**config.mk**
```make
export PLATFORM = sky130hd
export DESIGN_NAME = program_memory_table_read
export DESIGN_NICKNAME = d
export VERILOG_FILES = /design/src/rtl/program_memory_table_read.v /design/src/rtl/table_addr_gen.v
export VERILOG_INCLUDE_DIRS = /design/src /design/src/rtl
export SDC_FILE = /design/constraint.sdc
export NUM_CORES = 1
export LEC_CHECK = 0
export BUFFER_PORTS_ARGS = -buffer_cell sky130_fd_sc_hd__buf_2
export CAP_MARGIN = 0
export CORE_MARGIN = 10
export CORE_UTILIZATION = 45
export CTS_CLUSTER_DIAMETER = 200
export DETAILED_ROUTE_END_ITERATION = 8
export PLACE_DENSITY_LB_ADDON = 0.3
export SLEW_MARGIN = 20
export SYNTH_ARGS = -nofsm -noshare
export SYNTH_HDL_FRONTEND = slang
export SYNTH_SLANG_ARGS = --single-unit
```
**constraint.sdc**
```tcl
create_clock -name core_clk_i -period 1.15 [get_ports core_clk_i]
set_input_delay 0.23 -clock core_clk_i [delete_from_list [all_inputs] [get_ports core_clk_i]]
set_output_delay 0.23 -clock core_clk_i [all_outputs]
set_load 0.01 [all_outputs]
```
**src/rtl/table_read_defs.vh**
```
// Purpose: Constants for the program memory table read unit
// Assumes: 2K-word program memory, 16-bit words
// Notes: Included by the table read modules
`ifndef TABLE_READ_DEFS_VH
`define TABLE_READ_DEFS_VH
`define TRD_ADDR_W 11
`define TRD_WORD_W 16
`define TRD_LAST_PAGE_BASE 11'h700
`define TRD_PTR_HIGH_W 3
`define TRD_CYCLES 2'h2
`define TRD_LATCH_RESET 8'h00
`endif

```
**src/rtl/program_memory_table_read.v**
```verilog
// Purpose: Table look-up unit reading fixed data from program memory
// Assumes: One instruction cycle per core_clk_i rising edge, memory answers one cycle after request
// Notes: Pointer writes come from the core; latch is read only
// Behaviour
// A paged read addresses memory with the high pointer above the low pointer.
// A last-page read uses the low pointer as offset into the page at 0700H.
// Each table read loads the word's high part into the table-high latch.
// Software may read the table-high latch but never write it.
// Each table read takes two instruction cycles from start to completion.
// Software should mask interrupts around main-routine reads if handlers also read tables.
// The low byte of the fetched word goes to the data register named by the operand.
// Latch bits beyond the program word width read as zero.
// Latch and pointers hold their values until a read or a software write changes them.
`timescale 1ns/100ps
`default_nettype none
`include "table_read_defs.vh"
module program_memory_table_read #(
  parameter ADDR_W = `TRD_ADDR_W,
  parameter WORD_W = `TRD_WORD_W
) (
  input wire core_clk_i,
  input wire srst_i,
  input wire ptr_low_we_i,
  input wire ptr_high_we_i,
  input wire [7:0] ptr_wdata_i,
  input wire table_read_i,
  input wire last_page_table_read_i,
  input wire [7:0] dest_sel_i,
  input wire [WORD_W-1:0] pmem_rdata_i,
  output wire [ADDR_W-1:0] pmem_addr_o,
  output wire pmem_re_o,
  output reg [7:0] ptr_low_o,
  output reg [ADDR_W-9:0] ptr_high_o,
  output reg [7:0] table_high_latch_o,
  output reg [7:0] dest_wdata_o,
  output reg [7:0] dest_addr_o,
  output reg dest_we_o,
  output wire busy_o,
  output reg done_o
);
  localparam ST_IDLE = 1'b0;
  localparam ST_FETCH = 1'b1;
  localparam PTR_HIGH_W = ADDR_W - 8;
  reg state_r;
  reg state_nxt;
  reg [7:0] dest_r;
  reg [7:0] dest_nxt;
  reg [7:0] ptr_low_nxt;
  reg [PTR_HIGH_W-1:0] ptr_high_nxt;
  reg [7:0] latch_nxt;
  reg [7:0] dest_wdata_nxt;
  reg [7:0] dest_addr_nxt;
  reg dest_we_nxt;
  reg done_nxt;
  wire start;
  wire fetch_done;
  wire [7:0] low_part;
  wire [7:0] high_part;
  wire [ADDR_W-1:0] addr_int;

  // Requests during a read are ignored; the core stalls for the second cycle
  assign start = (state_r == ST_IDLE) && (table_read_i || last_page_table_read_i);
  assign fetch_done = (state_r == ST_FETCH);
  assign busy_o = fetch_done;
  assign pmem_re_o = start;

  // Last-page strobe wins the address if both strobes are high
  table_addr_gen #(
    .ADDR_W(ADDR_W)
  ) u_addr (
    .ptr_low_i(ptr_low_o),
    .ptr_high_i(ptr_high_o),
    .last_page_i(last_page_table_read_i),
    .addr_o(addr_int)
  );
  assign pmem_addr_o = addr_int;

  assign low_part = pmem_rdata_i[7:0];
  // Zero fill above the word width
  genvar i;
  generate
    for (i = 0; i < 8; i = i + 1) begin : g_hi
      if (i + 8 < WORD_W) begin : g_used
        assign high_part[i] = pmem_rdata_i[i+8];
      end else begin : g_zero
        assign high_part[i] = 1'b0;
      end
    end
  endgenerate

  always @* begin
    state_nxt = state_r;
    case (state_r)
      ST_IDLE: begin
        if (start) begin
          state_nxt = ST_FETCH;
        end
      end
      ST_FETCH: begin
        state_nxt = ST_IDLE;
      end
      default: begin
        state_nxt = ST_IDLE;
      end
    endcase
  end

  // A pointer write in the start cycle lands after the address was formed
  always @* begin
    ptr_low_nxt = ptr_low_o;
    ptr_high_nxt = ptr_high_o;
    if (ptr_low_we_i) begin
      ptr_low_nxt = ptr_wdata_i;
    end
    if (ptr_high_we_i) begin
      ptr_high_nxt = ptr_wdata_i[PTR_HIGH_W-1:0];
    end
  end

  // Destination number is taken with the strobe, so the core may move on
  always @* begin
    dest_nxt = dest_r;
    if (start) begin
      dest_nxt = dest_sel_i;
    end
  end

  // No write path exists to the latch; only completion loads it
  always @* begin
    latch_nxt = table_high_latch_o;
    if (fetch_done) begin
      latch_nxt = high_part;
    end
  end

  always @* begin
    dest_wdata_nxt = dest_wdata_o;
    dest_addr_nxt = dest_addr_o;
    dest_we_nxt = 1'b0;
    done_nxt = 1'b0;
    if (fetch_done) begin
      dest_wdata_nxt = low_part;
      dest_addr_nxt = dest_r;
      dest_we_nxt = 1'b1;
      done_nxt = 1'b1;
    end
  end

  // One register per process keeps each reset value next to its register
  always @(posedge core_clk_i) begin
    if (srst_i) begin
      state_r <= ST_IDLE;
    end else begin
      state_r <= state_nxt;
    end
  end

  always @(posedge core_clk_i) begin
    if (srst_i) begin
      ptr_low_o <= 8'h00;
    end else begin
      ptr_low_o <= ptr_low_nxt;
    end
  end

  always @(posedge core_clk_i) begin
    if (srst_i) begin
      ptr_high_o <= {PTR_HIGH_W{1'b0}};
    end else begin
      ptr_high_o <= ptr_high_nxt;
    end
  end

  always @(posedge core_clk_i) begin
    if (srst_i) begin
      dest_r <= 8'h00;
    end else begin
      dest_r <= dest_nxt;
    end
  end

  always @(posedge core_clk_i) begin
    if (srst_i) begin
      table_high_latch_o <= `TRD_LATCH_RESET;
    end else begin
      table_high_latch_o <= latch_nxt;
    end
  end

  always @(posedge core_clk_i) begin
    if (srst_i) begin
      dest_wdata_o <= 8'h00;
    end else begin
      dest_wdata_o <= dest_wdata_nxt;
    end
  end

  always @(posedge core_clk_i) begin
    if (srst_i) begin
      dest_addr_o <= 8'h00;
    end else begin
      dest_addr_o <= dest_addr_nxt;
    end
  end

  always @(posedge core_clk_i) begin
    if (srst_i) begin
      dest_we_o <= 1'b0;
    end else begin
      dest_we_o <= dest_we_nxt;
    end
  end

  always @(posedge core_clk_i) begin
    if (srst_i) begin
      done_o <= 1'b0;
    end else begin
      done_o <= done_nxt;
    end
  end
endmodule
`default_nettype wire

```
**src/rtl/table_addr_gen.v**
```verilog
// Purpose: Forms the program memory address for a table read
// Assumes: Pointers are stable while a read is in progress
// Notes: Pure combinational address mux
`timescale 1ns/100ps
`default_nettype none
`include "table_read_defs.vh"
module table_addr_gen #(
  parameter ADDR_W = `TRD_ADDR_W,
  parameter [ADDR_W-1:0] LAST_PAGE_BASE = `TRD_LAST_PAGE_BASE
) (
  input wire [7:0] ptr_low_i,
  input wire [ADDR_W-9:0] ptr_high_i,
  input wire last_page_i,
  output wire [ADDR_W-1:0] addr_o
);
  wire [ADDR_W-1:0] paged_addr;
  wire [ADDR_W-1:0] last_addr;
  assign paged_addr = {ptr_high_i, ptr_low_i};
  assign last_addr = {LAST_PAGE_BASE[ADDR_W-1:8], ptr_low_i};
  assign addr_o = last_page_i ? last_addr : paged_addr;
endmodule
`default_nettype wire

```
==> run metrics, run 1 <==
Final period util 105%; Mapped Cells 164; area grow syn2layout 37.2%; skew final 0.00900 ns; RSZ-0062 raised after global routing yes; Root Buffer clkbuf_8; Yosys cell types 11; # fillers 318; net count after synthesis 202; Tmin final 1.21 ns; vias post-DR 1,369; Tot GR Track Use 12.6%; kind of critical path reg2out; mux contribution to synthesized area 24.7%; CTS H-Tree Depth 2; Overflow after GRT 0; Post-DP Area 0.00218 mm²; CTS tree yes; max cap viols 0; Final WS setup -0.0606 ns; Crit path required time 0.92 ns; clk buf depth 2; port bufs 87; vias in the first global route 1,382; most frequent cells in the layout 83 x buf_2, 43 x mux2i_1, 41 x dfxtp_1; Final setup viols 5; Post-Route WL 4320 µm; Initial Util 46.9%; Slew @ Worst Pin 0.435 ns; syn_area_per_cell 10.6 µm²; Worst setup EP type output port; layout net count 288; FP Rows 22; worst-skew pair later-pin latency 0.30 ns; Syn. warnings 0; Clock Sink Count 45; Hold Crit Class in2reg; Max rail drop VDD 0.950 mV; slowest stage delay, CP 0.35 ns; relative slew slack 71.0%; largest family of logic cells by synthesized area multiplexers; Vias per Instance 4.59; initial drt markers 28; Simple-Gate Fraction of Synth Area 15.1%; Post-Place Cells 285; detailed-route DRC error count 0; Die X 82.3 µm; WL per Instance 14.5 µm; clock-pin slew on the worst setup and hold paths 0.08 ns; Compound-Gate Fraction of Synth Area 0.933%; layout cells sized above 1 45.2%; failing checks setup timing; slowest CP cell dfxtp_2; Final GP Congestion 0.795; total power 3.40 mW; drt pass-1 iters 4; Crit path max-delay family flip-flops; post-synthesis sequential area ratio 51.6%; max frequency 826 MHz; DP HPWL 3170 µm; P_leak 1.23 nW; commonest non-fill, non-tap cell in the layout buf_2; area of the multi-input gates 717 µm²; max-slew violation count 0; critical path cell sequence o21ba_4, buf_6; startpoint types flop; pin count of the biggest net entering global routing 27; global-route wire length before repair 6580 µm; design area 0.00239 mm²; Final Hold Violating Endpoints 0; status complete, but fails checks; synthesized flop and latch total 45; Reg area 906 µm²; die height 82.3 µm; Cell Area, Synth 0.00174 mm²; WP buf/inv 1; Die ar. 0.00677 mm²; initial antenna violation count 0; pwr/cell area 1420 mW/mm²; core area 0.00372 mm²; CTS Buf Count 5; Critical Path AT 0.98 ns; antenna-violating nets left 0; fin cells 298; XOR/XNOR Fraction of Synth Area 0%; worst-path maximum fanout 3; I/O Pins 88; Ant. Diodes 0; fraction of the mapped netlist area in adder cells 0%
## worst reg2reg max path, cell delays in order (launching register included)
cell and delay [ns]:
dfxtp_2 0.35, o21ba_4 0.24, buf_4 0.17, buf_4 0.15, mux2i_1 0.18
## per-stage QoR
| step | util [%] | worst slack [ns] | setup TNS [ns] | hold slack, ns |
|---|---|---|---|---|
| after floorplan | - | 0.0888 | 0 | 0.377 |
| after global placement | 58.7 | 0.141 | 0 | 0.465 |
| after detailed placement | 58.7 | 0.0935 | 0 | 0.470 |
| after CTS | 64.2 | -0.0704 | -0.230 | 0.157 |
| after global routing | 64.4 | -0.0932 | -0.448 | 0.170 |
| final | 64.4 | -0.0606 | -0.191 | 0.161 |
## area by class of cell
class,count,share of cell area (%)
sequential,45,37.9
multi-input combinational,100,30.0
timing repair buffer,98,25.3
clock buffer,5,2.88
tap,48,2.51
clock inverter,2,1.46
## sequential cells by signal (all words and copies together), names as in the netlist
register / flops
done_o: 1
dest_r: 8
ptr_low_o: 8
ptr_high_o: 3
busy_o: 1
table_high_latch_o: 8
dest_addr_o: 8
dest_wdata_o: 8
## cells by family after synthesis
group / after synthesis
AOI/OAI and AO/OA: 1
buffers and inverters: 19
DFF: 45
muxes: 43
and+or+nand+nor: 56
## path summary, 6_finish.rpt
kind                                              from                      endpoint  slack, ns  cells after the start
worst max-delay path                 busy_o$_SDFF_PP0_                     pmem_re_o      -0.06                      2
worst min-delay path                   pmem_rdata_i[4]  dest_wdata_o[4]$_SDFFE_PP0P_       0.16                      3
worst max register to register       busy_o$_SDFF_PP0_        dest_r[7]$_SDFFE_PP0P_      -0.01                      4
worst min register to register  dest_r[6]$_SDFFE_PP0P_        dest_r[6]$_SDFFE_PP0P_       0.48                      2
## synth_stat cells
master,n,area (µm²)
dfxtp_1,45,901
mux2i_1,43,430
nor2_1,35,131
nand2b_1,16,100
buf_4,11,82.6
buf_2,5,25.0
or2_2,3,18.8
buf_6,2,22.5
nor2b_1,2,12.5
clkbuf_1,1,3.75
o21ba_4,1,16.3
## metal layers
layer / GRT usage (%) / routed length [µm] / share of wire, %
met5: 0 / 0 / 0
met4: 4.08 / 51 / 1.2
met3: 6.26 / 611 / 14
met2: 21.3 / 1980 / 46
met1: 13.5 / 1680 / 39
## power by group
group | switching [mW] | internal, mW
clock network | 0.499 | 0.631
registers | 0.0501 | 1.65
logic | 0.257 | 0.309
## timing repair
action                                  CTS  global route
buffers inserted                          4             1
hold buffers                              0             0
endpoints found under the setup margin    5             8
gates cloned                              1             0
pin swaps                                 3             0
gates resized for setup                  11             0
Power figures use the tool's default switching activity.
==> run 2: changes to the inputs <==
GPL_TIMING_DRIVEN = 0   (was default)
SKIP_LAST_GASP = 1   (was default)
==> run metrics, run 2 (synthesis gave the netlist of run 1 again) <==
Final Hold Violating Endpoints 0 (unchanged); Power Internal 2.37 mW (was 2.59 mW); startpoint types flop (unchanged); vias in the first global route 1,407 (was 1,382); commonest non-fill, non-tap cell in the layout buf_2 (unchanged); CTS Buf Count 5 (unchanged); Slew @ Worst Pin 0.283 ns (was 0.435 ns); Root Buffer clkbuf_8 (unchanged); Initial Util 46.9% (unchanged); initial drt markers 33 (was 28); Hold Crit Class in2reg (unchanged); clock-pin slew on the worst setup and hold paths 0.08 ns (about the same); Post-Route WL 4330 µm (was 4320 µm); RSZ-0062 raised after global routing yes (unchanged); Setup TNS -0.144 ns (was -0.191 ns); Tmin final 1.19 ns (was 1.21 ns); Final period util 104% (was 105%); Clock power frac 29.1% (was 33.3%); Final WS setup -0.0411 ns (was -0.0606 ns); Worst Hold Launch pmem_rdata_i[14] (was pmem_rdata_i[4]); Worst Hold Path EP table_high_latch_o[6]$_SDFFE_PP0P_ (was dest_wdata_o[4]$_SDFFE_PP0P_); Reg area 912 µm² (was 906 µm²); P_leak 1.25 nW (was 1.23 nW); sw frac 25.5% (was 23.7%); reg2reg start busy_o$_SDFF_PP0_ (unchanged); detailed-route DRC error count 0 (unchanged); Seq pwr share 53.5% (was 50.1%); Gate power share 17.5% (was 16.7%); drt pass-1 iters 3 (was 4); Worst setup EP type output port (unchanged); pin count of the biggest net entering global routing 15 (was 27); Die ar. 0.00677 mm² (unchanged); Final setup viols 4 (was 5); Critical Path AT 0.96 ns (was 0.98 ns); pwr/cell area 1330 mW/mm² (was 1420 mW/mm²); area of the multi-input gates 717 µm² (unchanged); Worst Setup SP ptr_high_o[2]$_SDFFE_PP0P_ (was busy_o$_SDFF_PP0_); hold path depth 3 (unchanged); global-route wire length before repair 6780 µm (was 6580 µm); core area 0.00372 mm² (unchanged); Vias per Instance 4.50 (was 4.59); pre-CTS setup slack -0.0512 ns (was 0.0935 ns); I/O Pins 88 (unchanged); vias post-DR 1,389 (was 1,369); Tot GR Track Use 12.9% (was 12.6%); FP Rows 22 (unchanged); Max rail drop VDD 0.853 mV (was 0.950 mV); Final GP Congestion 0.815 (was 0.795); port bufs 86 (was 87); Die X 82.3 µm (unchanged); CTS tree yes (unchanged); layout cells sized above 1 49.0% (was 45.2%); initial antenna violation count 0 (unchanged); failing checks setup timing (unchanged); kind of critical path reg2out (unchanged); r2r setup slk 0.08 ns (was -0.01 ns); worst-skew pair later-pin latency 0.29 ns (was 0.30 ns); Switching Power 0.813 mW (was 0.807 mW); Overflow after GRT 0 (unchanged); layout net count 298 (was 288); status complete, but fails checks (unchanged); relative slew slack 81.2% (was 71.0%); WL per Instance 14.0 µm (was 14.5 µm); reg2reg end dest_addr_o[4]$_SDFFE_PP0P_ (was dest_r[7]$_SDFFE_PP0P_); Clock Sink Count 45 (unchanged); die height 82.3 µm (unchanged); Crit path required time 0.92 ns (about the same); max cap viols 0 (unchanged); DP HPWL 3360 µm (was 3170 µm); CTS H-Tree Depth 2 (unchanged); skew final 0.00655 ns (was 0.00900 ns); max-slew violation count 0 (unchanged); worst-path maximum fanout 2 (was 3); worst reg2reg path depth 4 (unchanged); most frequent cells in the layout 87 x buf_2, 43 x mux2i_1, 36 x dfxtp_1 (was 83 x buf_2, 43 x mux2i_1, 41 x dfxtp_1); max frequency 840 MHz (was 826 MHz); Ant. Diodes 0 (unchanged); clk buf depth 2 (unchanged); antenna-violating nets left 0 (unchanged); # fillers 322 (was 318); area grow syn2layout 37.3% (was 37.2%)
-- run 2: how the worst max path moves through the flow --
stage	to	slack, ns	depth (start not counted)
detailed placement	pmem_re_o	-0.05	4
CTS	pmem_re_o	-0.22	4
finish	pmem_addr_o[10]	-0.04	2
global route	pmem_re_o	-0.08	2
floorplan	dest_r[0]$_SDFFE_PP0P_	0.09	4
global placement	pmem_re_o	-0.04	4
-- run 2: repair_timing --
action                                  CTS  global route
setup buffers                             5             1
gates resized for setup                  12             9
endpoints found under the setup margin    4            37
hold buffers                              0             0
pin swaps                                 3             0
-- run 2: critical path, stage by stage, from the launching register on --
cell and delay (ns):
dfxtp_2 0.33, or2_4 0.23, buf_6 0.12
-- run 2: layout make-up --
class	instances	share of cell area, %
Sequential cell	45	38.1
Multi-Input combinational cell	100	29.9
Timing Repair Buffer	91	20.6
Buffer	17	5.28
Clock buffer	5	2.87
Tap cell	48	2.51
Clock inverter	3	0.731
-- run 2: stage by stage --
step / utilization (%) / hold WS, ns / instance area (µm²) / total power [mW] / cells
2_1_floorplan: - / 0.377 / 1740 / 2.05 / 164
3_5_place_dp: 60.1 / 0.466 / 2230 / 2.27 / 298
5_1_grt: 64.4 / 0.172 / 2390 / 3.36 / 309
3_3_place_gp: 60.1 / 0.461 / 2230 / 2.26 / 298
6_report: 64.4 / 0.165 / 2390 / 3.19 / 309
4_1_cts: 64.6 / 0.159 / 2400 / 3.23 / 311
-- run 2: power by group through the flow --
stage	logic, mW	clock network [mW]	registers (mW)
2_1_floorplan	0.283	0	1.77
3_3_place_gp	0.522	0	1.73
3_5_place_dp	0.529	0	1.74
4_1_cts	0.574	0.957	1.70
5_1_grt	0.612	1.03	1.72
6_report	0.557	0.926	1.70
-- run 2: routing by layer --
metal  wire [µm]  track usage [%]  part of all wire (%)  vias up
met5           0                0                     0        -
met4          55             4.59                   1.3        0
met3         564             6.16                    13        6
met2        2040             21.9                    47       55
met1        1670             13.6                    39      613
li1            -                -                     -      715
==> run 3: changes to the inputs <==
PLACE_DENSITY = 0.87   (was default)
PLACE_DENSITY_LB_ADDON = default   (was 0.3)
==> run metrics, run 3 (synthesis gave the netlist of run 1 again) <==
Worst Hold Path EP ptr_low_o[4]$_SDFFE_PP0P_ (was table_high_latch_o[6]$_SDFFE_PP0P_); Ant. Diodes 0 (unchanged); port bufs 86 (unchanged); layout net count 297 (was 298); FP Rows 22 (unchanged); Post-DP Area 0.00223 mm² (unchanged); hold path depth 3 (unchanged); Final WS setup -0.0304 ns (was -0.0411 ns); clock-pin slew on the worst setup and hold paths 0.08 ns (about the same); Post-Place Cells 298 (unchanged); reg2reg start busy_o$_SDFF_PP0_ (unchanged); Final setup viols 4 (unchanged); Die X 82.3 µm (unchanged); layout cells sized above 1 48.8% (was 49.0%); Worst Hold Launch ptr_wdata_i[4] (was pmem_rdata_i[14]); P_leak 1.24 nW (was 1.25 nW); Post-Route WL 4270 µm (was 4330 µm); reg2reg end table_high_latch_o[2]$_SDFFE_PP0P_ (was dest_addr_o[4]$_SDFFE_PP0P_); failing checks setup timing (unchanged); WL per Instance 13.8 µm (was 14.0 µm); Worst setup EP type output port (unchanged); critical path cell sequence o21ba_4, buf_6 (was or2_4, buf_6); Hold Crit Class in2reg (unchanged); initial drt markers 38 (was 33); Max rail drop VDD 0.933 mV (was 0.853 mV); CTS H-Tree Depth 2 (unchanged); pin count of the biggest net entering global routing 14 (was 15); skew final 0.00387 ns (was 0.00655 ns); Tmin final 1.18 ns (was 1.19 ns); Final Hold Violating Endpoints 0 (unchanged); worst reg2reg path depth 4 (unchanged); Root Buffer clkbuf_8 (unchanged); Final period util 103% (was 104%); DP HPWL 3310 µm (was 3360 µm); Vias per Instance 4.52 (was 4.50); initial antenna violation count 0 (unchanged); vias in the first global route 1,392 (was 1,407); design area 0.00238 mm² (was 0.00239 mm²); Clock Sink Count 45 (unchanged); worst-skew pair later-pin latency 0.29 ns (about the same); worst-path maximum fanout 3 (was 2); max-slew violation count 0 (unchanged); slowest CP cell dfxtp_2 (unchanged); Die ar. 0.00677 mm² (unchanged); pwr/cell area 1330 mW/mm² (about the same); Crit path required time 0.92 ns (about the same); fin cells 308 (was 309); global-route wire length before repair 6590 µm (was 6780 µm); Critical Path AT 0.95 ns (was 0.96 ns); slowest stage delay, CP 0.34 ns (was 0.33 ns); RSZ-0062 raised after global routing yes (unchanged); r2r setup slk 0.03 ns (was 0.08 ns); Setup TNS -0.0993 ns (was -0.144 ns); Slew @ Worst Pin 0.302 ns (was 0.283 ns); commonest non-fill, non-tap cell in the layout buf_2 (unchanged); CTS tree yes (unchanged); Tot GR Track Use 12.4% (was 12.9%); CTS Buf Count 5 (unchanged); max frequency 847 MHz (was 840 MHz); drt pass-1 iters 4 (was 3); Initial Util 46.9% (unchanged); relative slew slack 79.9% (was 81.2%); kind of critical path reg2out (unchanged); die height 82.3 µm (unchanged); detailed-route DRC error count 0 (unchanged); antenna-violating nets left 0 (unchanged); max cap viols 0 (unchanged); startpoint types flop (unchanged); total power 3.16 mW (was 3.19 mW); area grow syn2layout 36.5% (was 37.3%); core area 0.00372 mm² (unchanged); clk buf depth 2 (unchanged); status complete, but fails checks (unchanged); most frequent cells in the layout 87 x buf_2, 43 x mux2i_1, 35 x nor2_1, 35 x dfxtp_1, 16 x nand2b_1 (was 87 x buf_2, 43 x mux2i_1, 36 x dfxtp_1); vias post-DR 1,391 (was 1,389); Hold Slack 0.172 ns (was 0.165 ns); Final GP Congestion 0.783 (was 0.815); Overflow after GRT 0 (unchanged); I/O Pins 88 (unchanged); Post-CTS Hold Fix Bufs 0 (unchanged)
-- run 3: cell count changes in the layout (fill, tap and decap cells not counted) --
| cell | before | now |
|---|---|---|
| buf_6 | 4 | 5 |
| clkbuf_1 | 1 | 2 |
| clkinvlp_4 | 1 | 0 |
| buf_4 | 14 | 13 |
| buf_8 | 2 | 1 |
| dfxtp_2 | 9 | 10 |
| dfxtp_1 | 36 | 35 |
-- run 3: where the power goes --
| part | switching [mW] | leakage [nW] | internal (mW) | total [mW] |
|---|---|---|---|---|
| Clock | 0.479 | 0.0450 | 0.421 | 0.900 |
| Combinational | 0.257 | 0.825 | 0.295 | 0.552 |
| Sequential | 0.0487 | 0.373 | 1.66 | 1.70 |
-- run 3: area by class of cell --
class / count / area [µm²]
multi-input cells: 100 / 717
fillers: 319 / 1340
plain buffers: 17 / 123
clock inverters: 2 / 10.0
clock buffers: 6 / 72.6
repair buffers: 90 / 485
well taps: 48 / 60.1
flip-flops and latches: 45 / 913
-- run 3: worst max-delay path by stage --
stage	from	endpoint
floorplan	busy_o$_SDFF_PP0_	dest_r[0]$_SDFFE_PP0P_
finish	busy_o$_SDFF_PP0_	pmem_re_o
global route	busy_o$_SDFF_PP0_	pmem_re_o
CTS	busy_o$_SDFF_PP0_	pmem_re_o
detailed placement	busy_o$_SDFF_PP0_	pmem_re_o
global placement	busy_o$_SDFF_PP0_	pmem_re_o
-- run 3: timing repair --
action,in CTS,in global routing
resized for setup,13,9
setup buffers,4,0
pin swaps,3,0
setup endpoints to repair,4,38
cloned,0,0
-- run 3: worst max-delay path, delay by kind of cell, from the launching register on --
family | cells | cell delay, ns
buffers and inverters | 1 | 0.10
flip-flops | 1 | 0.34
AO/OA/AOI/OAI | 1 | 0.23
-- run 3: metal layers --
| metal | vias to the layer above | routed length [µm] | global-route usage, % |
|---|---|---|---|
| li1 | 708 | - | - |
| met4 | 0 | 45 | 3.06 |
| met2 | 57 | 2030 | 21.7 |
| met3 | 6 | 611 | 6.26 |
| met1 | 620 | 1570 | 13.0 |
| met5 | - | 0 | 0 |
-- run 3: metrics by stage --
step	setup WS, ns	util (%)
2_1_floorplan	0.0888	-
3_3_place_gp	-0.0510	60.1
3_5_place_dp	-0.0534	60.1
4_1_cts	-0.221	64.4
5_1_grt	-0.0952	64.1
6_report	-0.0304	64.1
